--- config.mk ---
export PLATFORM = sky130hd
export DESIGN_NAME = fp_assist_exception_entry
export DESIGN_NICKNAME = d
export VERILOG_FILES = /design/src/hw/fpa_pkg.sv /design/src/hw/fpa_rw_if.sv /design/src/hw/fp_assist_exception_entry.sv /design/src/hw/fpa_state_rewrite.sv
export VERILOG_INCLUDE_DIRS = /design/src /design/src/hw
export SDC_FILE = /design/constraint.sdc
export NUM_CORES = 1
export LEC_CHECK = 0
export BUFFER_PORTS_ARGS = -buffer_cell sky130_fd_sc_hd__buf_2
export CAP_MARGIN = 20
export CORE_ASPECT_RATIO = 1.25
export CORE_MARGIN = 2
export CORE_UTILIZATION = 23
export CTS_CLUSTER_SIZE = 28
export DETAILED_ROUTE_END_ITERATION = 8
export SYNTH_ARGS = -nofsm -noshare
export SYNTH_HDL_FRONTEND = slang
export SYNTH_SLANG_ARGS = --single-unit
--- constraint.sdc ---
create_clock -name clk_i -period 2.1 [get_ports clk_i]
set_input_delay 0.42 -clock clk_i [delete_from_list [all_inputs] [get_ports clk_i]]
set_output_delay 0.42 -clock clk_i [all_outputs]
set_load 0.02 [all_outputs]
--- src/hw/fpa_map.svh ---
// offsets, field positions, reset values and fixed addresses of the assist entry block
// assumes a 32-bit machine state word, bit 0 of the vector being the least significant
`ifndef FPA_MAP_SVH
`define FPA_MAP_SVH

// wishbone register byte offsets
`define FPA_REG_CTRL 8'h00
`define FPA_REG_STATUS 8'h04
`define FPA_REG_MASK 8'h08
`define FPA_REG_RET 8'h0C
`define FPA_REG_SAVED 8'h10
`define FPA_REG_VECTOR 8'h14

// control, status and mask fields
`define FPA_CTRL_EN 0
`define FPA_CTRL_ILL 1
`define FPA_CTRL_RST 2'h1
`define FPA_ST_TAKEN 0
`define FPA_ST_ILL 1

// machine state word positions
`define MSW_POW 18
`define MSW_ILE 16
`define MSW_EE 15
`define MSW_PR 14
`define MSW_FP 13
`define MSW_ME 12
`define MSW_FE0 11
`define MSW_SE 10
`define MSW_BE 9
`define MSW_FE1 8
`define MSW_IP 6
`define MSW_IR 5
`define MSW_DR 4
`define MSW_RI 1
`define MSW_LE 0

// copied fields 16-23, 25-27, 30-31 and cleared fields on entry
`define MSW_SAVE_MASK 32'h0000FF73
`define MSW_CLEAR_MASK 32'h0004EF32

// implementation info lands in 1-4 and 10-15
`define IMPL_HI_MSB 9
`define IMPL_HI_LSB 6
`define IMPL_LO_MSB 5
`define IMPL_LO_LSB 0
`define SAVED_HI_MSB 30
`define SAVED_HI_LSB 27
`define SAVED_LO_MSB 21
`define SAVED_LO_LSB 16

// vector: base high part and offset
`define VEC_OFFSET 20'h00E00
`define VEC_BASE_LO 12'h000
`define VEC_BASE_HI 12'hFFF
`define VEC_OFF_MSB 19
`define VEC_BASE_LSB 20

`endif

--- src/hw/fpa_pkg.sv ---
// types of the assist exception entry block
// assumes fpa_map.svh for all numeric constants
package fpa_pkg;

  typedef enum logic [2:0] {
    ST_IDLE = 3'b001,
    ST_SAVE = 3'b010,
    ST_REDIRECT = 3'b100
  } entry_state_t;

  typedef struct packed {
    entry_state_t st;
    logic [31:0] cap_pc;
    logic [31:0] cap_msw;
    logic [9:0] cap_impl;
    logic [31:0] ret;
    logic [31:0] saved;
    logic [31:0] msw_new;
    logic msw_load;
    logic redirect;
    logic [31:0] fetch_addr;
    logic illegal;
    logic hold;
    logic [1:0] ctrl;
    logic [1:0] status;
    logic [1:0] mask;
    logic irq;
    logic ack;
    logic [31:0] dat;
  } entry_regs_t;

endpackage

--- src/hw/fpa_rw_if.sv ---
// carries the captured state into the rewrite unit and its results back
// assumes both ends sit in one clock domain; the signals are combinational
`timescale 1ns/1ps
interface fpa_rw_if;
  logic [31:0] msw;
  logic [9:0] impl;
  logic [31:0] new_msw;
  logic [31:0] saved;
  logic [31:0] vec;
  modport calc (input msw, input impl, output new_msw, output saved, output vec);
  modport user (output msw, output impl, input new_msw, input saved, input vec);
endinterface

--- src/hw/fp_assist_exception_entry.sv ---
// entry sequencer of the floating-point assist exception, with a wishbone register slave
// assumes the core holds next_pc_i and machine_state_word_i valid while a request is up
//
// Our own choices: the address map and the Wishbone slave port.
`timescale 1ns/1ps
`include "fpa_map.svh"
module fp_assist_exception_entry
  import fpa_pkg::*;
#(
  parameter bit FPA_PRESENT = 1'b1,
  parameter int ADDR_W = 8
) (
  input wire logic clk_i,
  input wire logic rst_i,
  input wire logic ce_i,
  input wire logic wb_cyc_i,
  input wire logic wb_stb_i,
  input wire logic wb_we_i,
  input wire logic [ADDR_W-1:0] wb_adr_i,
  input wire logic [3:0] wb_sel_i,
  input wire logic [31:0] wb_dat_i,
  output logic [31:0] wb_dat_o,
  output logic wb_ack_o,
  output logic irq_o,
  input wire logic fp_assist_req_i,
  input wire logic fp_unimpl_req_i,
  input wire logic instr_boundary_i,
  input wire logic [31:0] next_pc_i,
  input wire logic [31:0] machine_state_word_i,
  input wire logic [9:0] impl_info_i,
  output logic fp_hold_o,
  output logic illegal_exc_o,
  output logic msw_load_o,
  output logic [31:0] msw_new_o,
  output logic [31:0] saved_return_address_o,
  output logic [31:0] saved_machine_state_o,
  output logic fetch_redirect_o,
  output logic [31:0] fetch_addr_o
);
  entry_regs_t s;
  entry_regs_t n;
  fpa_rw_if rw ();
  logic enabled;
  logic req_any;
  logic take;
  logic to_illegal;
  logic bus_req;
  logic bus_wr;
  logic [7:0] reg_adr;
  logic [31:0] lane;
  logic [1:0] st_set;
  logic [1:0] st_clr;

  fpa_state_rewrite u_rewrite (
    .rw(rw)
  );

  assign rw.msw = s.cap_msw;
  assign rw.impl = s.cap_impl;

  function automatic logic [31:0] lane_mask(input logic [3:0] sel);
    logic [31:0] m;
    m = 32'h00000000;
    for (int i = 0; i < 4; i++) begin
      m[i*8 +: 8] = {8{sel[i]}};
    end
    return m;
  endfunction

  always_comb begin
    enabled = FPA_PRESENT && s.ctrl[`FPA_CTRL_EN];
    // the core drops its request only at the edge after the illegal pulse, so that cycle is ignored
    req_any = enabled && !s.illegal && (fp_assist_req_i || fp_unimpl_req_i);
    // an unimplemented instruction goes illegal only when software asks and no assist case is up
    to_illegal = enabled && !s.illegal && instr_boundary_i && fp_unimpl_req_i && !fp_assist_req_i
                 && s.ctrl[`FPA_CTRL_ILL];
    take = enabled && !s.illegal && instr_boundary_i && !to_illegal
           && (fp_assist_req_i || fp_unimpl_req_i);
    bus_req = wb_cyc_i && wb_stb_i && !s.ack;
    bus_wr = bus_req && wb_we_i;
    reg_adr = {wb_adr_i[7:2], 2'h0};
    lane = lane_mask(wb_sel_i);
    st_set = 2'h0;
    st_clr = 2'h0;
    n = s;
    n.msw_load = 1'b0;
    n.redirect = 1'b0;
    n.illegal = 1'b0;
    n.ack = bus_req;
    n.dat = 32'h00000000;
    if (bus_req && !wb_we_i) begin
      case (reg_adr)
        `FPA_REG_CTRL: n.dat = {30'h0, s.ctrl};
        `FPA_REG_STATUS: n.dat = {30'h0, s.status};
        `FPA_REG_MASK: n.dat = {30'h0, s.mask};
        `FPA_REG_RET: n.dat = s.ret;
        `FPA_REG_SAVED: n.dat = s.saved;
        `FPA_REG_VECTOR: n.dat = s.fetch_addr;
        default: n.dat = 32'h00000000;
      endcase
    end
    if (bus_wr) begin
      case (reg_adr)
        `FPA_REG_CTRL: if (wb_sel_i[0]) n.ctrl = wb_dat_i[1:0];
        `FPA_REG_STATUS: if (wb_sel_i[0]) st_clr = wb_dat_i[1:0];
        `FPA_REG_MASK: if (wb_sel_i[0]) n.mask = wb_dat_i[1:0];
        `FPA_REG_RET: n.ret = (s.ret & ~lane) | (wb_dat_i & lane);
        `FPA_REG_SAVED: n.saved = (s.saved & ~lane) | (wb_dat_i & lane);
        default: n.dat = 32'h00000000;
      endcase
    end
    case (s.st)
      ST_IDLE: begin
        // hold the faulting instruction off the float state until entry completes
        n.hold = req_any && !to_illegal;
        if (take) begin
          n.st = ST_SAVE;
          n.cap_pc = next_pc_i;
          n.cap_msw = machine_state_word_i;
          n.cap_impl = impl_info_i;
        end else if (to_illegal) begin
          n.illegal = 1'b1;
          st_set[`FPA_ST_ILL] = 1'b1;
        end
      end
      ST_SAVE: begin
        // hardware save wins over a software write in the same cycle
        n.ret = s.cap_pc;
        n.saved = rw.saved;
        n.msw_new = rw.new_msw;
        n.msw_load = 1'b1;
        n.st = ST_REDIRECT;
      end
      ST_REDIRECT: begin
        n.fetch_addr = rw.vec;
        n.redirect = 1'b1;
        n.hold = 1'b0;
        n.st = ST_IDLE;
        st_set[`FPA_ST_TAKEN] = 1'b1;
      end
      default: begin
        n.st = ST_IDLE;
        n.hold = 1'b0;
      end
    endcase
    // a new event beats a write-one clear in the same cycle
    n.status = (s.status & ~st_clr) | st_set;
    n.irq = |(n.status & n.mask);
  end

  always_ff @(posedge clk_i) begin
    if (rst_i) begin
      s <= '0;
      s.st <= ST_IDLE;
      s.ctrl <= `FPA_CTRL_RST;
    end else if (ce_i) begin
      s <= n;
    end
  end

  assign wb_dat_o = s.dat;
  assign wb_ack_o = s.ack;
  assign irq_o = s.irq;
  assign fp_hold_o = s.hold;
  assign illegal_exc_o = s.illegal;
  assign msw_load_o = s.msw_load;
  assign msw_new_o = s.msw_new;
  assign saved_return_address_o = s.ret;
  assign saved_machine_state_o = s.saved;
  assign fetch_redirect_o = s.redirect;
  assign fetch_addr_o = s.fetch_addr;
endmodule

--- src/hw/fpa_state_rewrite.sv ---
// works out the saved state, the new machine state word and the vector address
// assumes the inputs are held stable by the entry sequencer
`timescale 1ns/1ps
`include "fpa_map.svh"
module fpa_state_rewrite
  import fpa_pkg::*;
(
  fpa_rw_if.calc rw
);
  logic [31:0] clr_msw;

  always_comb begin
    rw.saved = rw.msw & `MSW_SAVE_MASK;
    rw.saved[`SAVED_HI_MSB:`SAVED_HI_LSB] = rw.impl[`IMPL_HI_MSB:`IMPL_HI_LSB];
    rw.saved[`SAVED_LO_MSB:`SAVED_LO_LSB] = rw.impl[`IMPL_LO_MSB:`IMPL_LO_LSB];
    clr_msw = rw.msw & ~`MSW_CLEAR_MASK;
    clr_msw[`MSW_LE] = rw.msw[`MSW_ILE];
    rw.new_msw = clr_msw;
    // ip is kept, so the base follows the same bit before and after entry
    rw.vec = {(rw.msw[`MSW_IP] ? `VEC_BASE_HI : `VEC_BASE_LO), `VEC_OFFSET};
  end
endmodule

# --- Yosys cells after proc, flatten, opt, wreduce, memory -nomap -nowiden ---
# Index checks and enable logic that the tools add are counted.
# Widths: inputs -> output; s select.
word_totals:
  reg_bits: 221
  word_cells: 94
classes:
  bitwise_logic: 11
  n_eq_ne: 9
  n_reduce_logical: 33
  mux: 23
ops:
  columns: ["operator", "count"]
  rows:
  - ["$pmux 32 s6", 1]
  - ["$mux 32", 5]
  - ["$mux 97", 1]
  - ["$and 32x32->32", 3]
  - ["$mux 77", 1]
  - ["$mux 64", 1]
  - ["$or 32x32->32", 2]
  - ["$mux 33", 1]
  - ["$not 32->32", 1]
  - ["$logic_and 1x1->1", 13]
  - ["$eq 6x2->1 const B", 2]
  - ["$eq 6x3->1 const B", 2]
  - ["$mux 12", 1]
  - ["$mux 2", 6]
  - ["$reduce_and 3->1", 3]
  - ["$reduce_and 2->1", 4]
  - ["$eq 6x1->1 const B", 1]
  - ["$logic_not 6->1", 1]
  - ["$pmux 3 s2", 1]
  - ["$reduce_bool 2->1", 3]
  - ["$logic_not 1->1", 5]
  - ["$reduce_or 5->1", 1]
  - ["$and 2x2->2", 2]
  - ["$mux 1", 4]
  - ["11 further kinds", 11]

# --- Depth between registers and ports, before layout ---
logic_depth:
  depth_word: 14
  ltp_mapped: 7
  mapped_depth_nobuf: 5

# --- Hierarchy ---
# Synthesis repeated with hierarchy kept, for this count alone.
unflattened:
  cells_unflattened: 1406
  hier_area_um2: 11892.7
by_module_without_submodules:
  columns: ["mod", "area_per_inst_um2", "n_inst", "cells_per_inst"]
  rows:
  - ["fp_assist_exception_entry", 11164.5, 1, 1308]
  - ["fpa_state_rewrite", 728.2, 1, 98]

# --- Worst setup path after synthesis ---
# No wires, ideal clock.
synth_path:
  path_type: "input -> register"
  startpoint: "input wb_adr_i[3]"
  endpoint: "register s, in the netlist saved_machine_state_o[31]"
  stages: 6
  setup_slack_ps: 269
  setup_ps: 132
  arrival_time_ps: 1699
  required_ps: 1968
  cell_sequence: "or4_4 nor3_4 buf_4 a21oi_1 o21ai_0 a21oi_1"
synth_via:
  elab_chain_cells: 3
synth_lines:
  columns: ["item", "line", "rtl"]
  rows:
  - ["start: declaration", "fp_assist_exception_entry.sv:19", "input wire logic [ADDR_W-1:0] wb_adr_i,"]
  - ["$eq 6x3->1", "fp_assist_exception_entry.sv:103", "case (reg_adr)"]
  - ["$reduce_bool 2->1 (no line)", null, null]
  - ["$reduce_and 3->1 (no line)", null, null]
  - ["end signal: assignment", "fp_assist_exception_entry.sv:157", "s <= n;"]
  - ["end: declaration", "fp_assist_exception_entry.sv:40", "entry_regs_t s;"]
# Every way passes these cells.
# A chain may end at the register's enable or synchronous reset.

# --- Final worst setup path ---
layout_path:
  startpoint: "register s, in the netlist wb_ack_o"
  endpoint: "register s, in the netlist saved_machine_state_o[26]"
layout_via:
  elab_chain_cells: 5
layout_lines:
  columns: ["item", "line", "rtl"]
  rows:
  - ["$logic_not 1->1", "fp_assist_exception_entry.sv:79", "bus_req = wb_cyc_i && wb_stb_i && !s.ack;"]
  - ["$logic_and 1x1->1", "fp_assist_exception_entry.sv:79", null]
  - ["$logic_and 1x1->1", "fp_assist_exception_entry.sv:80", "bus_wr = bus_req && wb_we_i;"]
  - ["$reduce_bool 2->1 (no line)", null, null]
  - ["$reduce_and 3->1 (no line)", null, null]
# Every way passes these cells.

==> flow_metrics.env <==
export IMPL_timing_setup_tns_ns=0
export IMPL_ys_top_cells_by_area="dfxtp_1 43%, buf_4 13%, nand2_1 7.9%, a21oi_1 6.2%, o22ai_1 3.1%"
export IMPL_placedCellCount=1796
export IMPL_cp_required_ns=2.57
export IMPL_synth_xor_area_frac=0
export IMPL_maxSlewViolCount=0
export IMPL_tightest_slew_ns=0.654
export IMPL_start_kind="register"
export IMPL_synthSimpleGateAreaFrac=0.144
export IMPL_ys_seq_area_frac=0.429
export IMPL_fin_ws_ns=0.268
export IMPL_p_leak_nw=4.72
export IMPL_crit_fanout=8
export IMPL_cts_sinks=206
export IMPL_cp_data_arrival_time_ns=2.30
export IMPL_hold_viol=0
export IMPL_root_buffer="clkbuf_16"
export IMPL_cts_max_path_buffers=3
export IMPL_synth_flop_cell="dfxtp_1"
export IMPL_htreeDepth=1
export IMPL_critPathKind="reg2reg"
export IMPL_die_h_um=233
export IMPL_synthCells=1146
export IMPL_num_vias=8272
export IMPL_portBuffers=261
export IMPL_p_total_mw=9.57
export IMPL_cp_end_kind="register"
export IMPL_fmax_ghz=0.546
export IMPL_min_path_type="in2reg"
export IMPL_synth_edf_count=0
export IMPL_yosys_cell_types_count=58
export IMPL_drtPass1Iterations=5
export IMPL_ys_seq_elements=206
export IMPL_fp_dieW_um=187
export IMPL_core_rowCount=83
export IMPL_synth_compound_area_share=0.226
export IMPL_ctsHoldBuffers=0
export IMPL_area_delta_synth_final_pct=20.9
export IMPL_holdWs_ns=0.118
export IMPL_async_flop_share=0
export IMPL_max_cap_violations=0
export IMPL_grt_pass1_wl_mm=47.3
export IMPL_synth_top_family_by_area="compound AO/OA/AOI/OAI gates"
export IMPL_die_area_mm2=0.0435
export IMPL_yosysTopAreaCell="dfxtp_1"
export IMPL_hold_depth=3
export IMPL_synthesis_area_mm2=0.00962
export IMPL_grtUsageTotal=0.142
export IMPL_final_cell_area_mm2=0.0116
export IMPL_drc=0
export IMPL_place_hpwl_mm=24.4
export IMPL_wl_per_cell_um=17.3
export IMPL_via_per_inst=4.48
export IMPL_ant_nets=0
export IMPL_drive_gt1_frac=0.295
export IMPL_min_from="machine_state_word_i[23]"
export IMPL_regToRegSetupSlack_ns=0.27
export IMPL_layout_min_cycle_time_ns=1.83
export IMPL_r2r_cells=6
export IMPL_hold_path_end="rw.msw[23]"
export IMPL_routed_wl_mm=32.0
export IMPL_r2r_end="saved_machine_state_o[26]"
export IMPL_post_route_util=0.283
export IMPL_cts_buffers=25
export IMPL_grt_antenna_before_repair=20
export IMPL_postPlaceCellArea_mm2=0.0107
export IMPL_cts_setup_buffers=0
export IMPL_synth_area_mux_share=0.0258
export IMPL_relSlewSlack=0.564
export IMPL_finalSetupViolations=0
export IMPL_rsz0062_at_grt="no"
export IMPL_yosys_area_share_adder=0
export IMPL_final_cell_count_no_fill=1848
export IMPL_clock_latency_ns=0.53
export IMPL_final_nets=1398
export IMPL_cts_tree="done"
export IMPL_io_pins=293
export IMPL_drt_iter0_markers=340
export IMPL_synth_warnings=0
export IMPL_synth_top_area_share=0.429
export IMPL_start_util=0.234
export IMPL_p_per_area_mw_per_mm2=823
export IMPL_skew_ns=0.0107
export IMPL_irDropWorstVdd_mv=0.615
export IMPL_avgSynthCellArea_um2=8.39
export IMPL_pre_cts_slack_ns=-0.0478
export IMPL_status="finished clean"
export IMPL_overflow=0
export IMPL_clk_pin_slew_ns=0.06
export IMPL_core_mm2=0.0411
export IMPL_globalplace_congestion=0.865
export IMPL_regToRegStartpoint="wb_ack_o"
export IMPL_grt_max_degree=75
export IMPL_first_global_vias=7805
export IMPL_min_period_over_period=0.872
worst max-delay path, stage by stage, from the launching register on:
cell	delay, ns
dfxtp_1	0.35
and4b_1	0.22
and2_0	0.15
buf_4	0.17
a21oi_1	0.53
o21ai_0	0.20
a21oi_1	0.14
how the worst max path moves through the flow:
stage,start,endpoint,slack [ns],cells past startpoint
floorplan,wb_adr_i[3],saved_machine_state_o[31],0.27,6
global placement,wb_adr_i[3],register,-0.04,7
detailed placement,wb_adr_i[3],register,-0.05,7
CTS,s[246],register,0.12,5
global route,wb_ack_o,saved_machine_state_o[3],0.14,6
finish,wb_ack_o,saved_machine_state_o[26],0.27,6
area by class of cell:
cell class,count,area (µm²)
sequential,206,4120
antenna,9,22.5
fill,4503,29500
multi-input combinational,687,3930
inverter,40,150
clock buffer,31,688
tap,552,691
timing repair buffer,311,1800
clock inverter,12,225
cells in the final DEF (no fill, tap or decap), types with 12 or more instances in the layout:
cell type	netlist	final
buf_2	12	260
dfxtp_1	206	206
nand2_1	203	203
a21oi_1	119	119
nor2_1	60	60
o22ai_1	47	47
buf_4	163	41
inv_1	39	39
a22oi_1	33	33
conb_1	1	28
a221oi_1	26	26
clkbuf_16	0	25
o21ai_0	18	18
mux2i_1	18	18
a211oi_1	17	17
a22o_1	17	17
o2bb2ai_1	15	15
nand4_1	12	12
routing by layer:
layer	vias to the layer above	GRT usage	routed length (µm)
met5	-	0	132
met4	20	0.0660	1290
met3	79	0.0362	2070
met2	252	0.222	14100
met1	3865	0.182	14500
li1	4056	-	-
timing repair:
action	CTS	global route
hold endpoints to repair	0	0
setup endpoints to repair	0	5
gates resized for setup	0	1
report_power, final:
part | switching (mW) | leakage [nW] | internal [mW]
Sequential | 0.0518 | 1.67 | 3.99
Combinational | 0.445 | 2.61 | 0.252
Clock | 1.77 | 0.450 | 3.06
Total | 2.27 | 4.72 | 7.30
synthesized netlist by cell type, types with 2 or more instances:
library cell,n
clkbuf_1,53
mux2_2,2
nor3b_1,3
a21oi_1,119
and3b_1,2
inv_1,39
dfxtp_1,206
buf_4,163
o21a_1,6
mux4_2,2
o2bb2ai_1,15
mux2i_1,18
nand3_1,2
nand4_1,12
buf_2,12
a221oi_2,8
a221oi_1,26
a21oi_2,2
nor4_1,2
nand2_1,203
o21ai_0,18
nand3b_1,9
a22o_1,17
nand4b_1,2
and2_0,2
nor2_1,60
a22oi_1,33
and2_1,3
a211oi_1,17
buf_1,11
a211o_1,3
a31oi_1,2
o22ai_1,47
nor3_1,3
cell families (layout without fill, tap and decap cells):
kind of cell,count (synthesis),after routing
other,1,37
muxes,22,22
DFF,206,206
buffers and inverters,280,394
and+or+nand+nor,316,316
AOI/OAI and AO/OA,321,321
(Power assumes the default switching activity.)
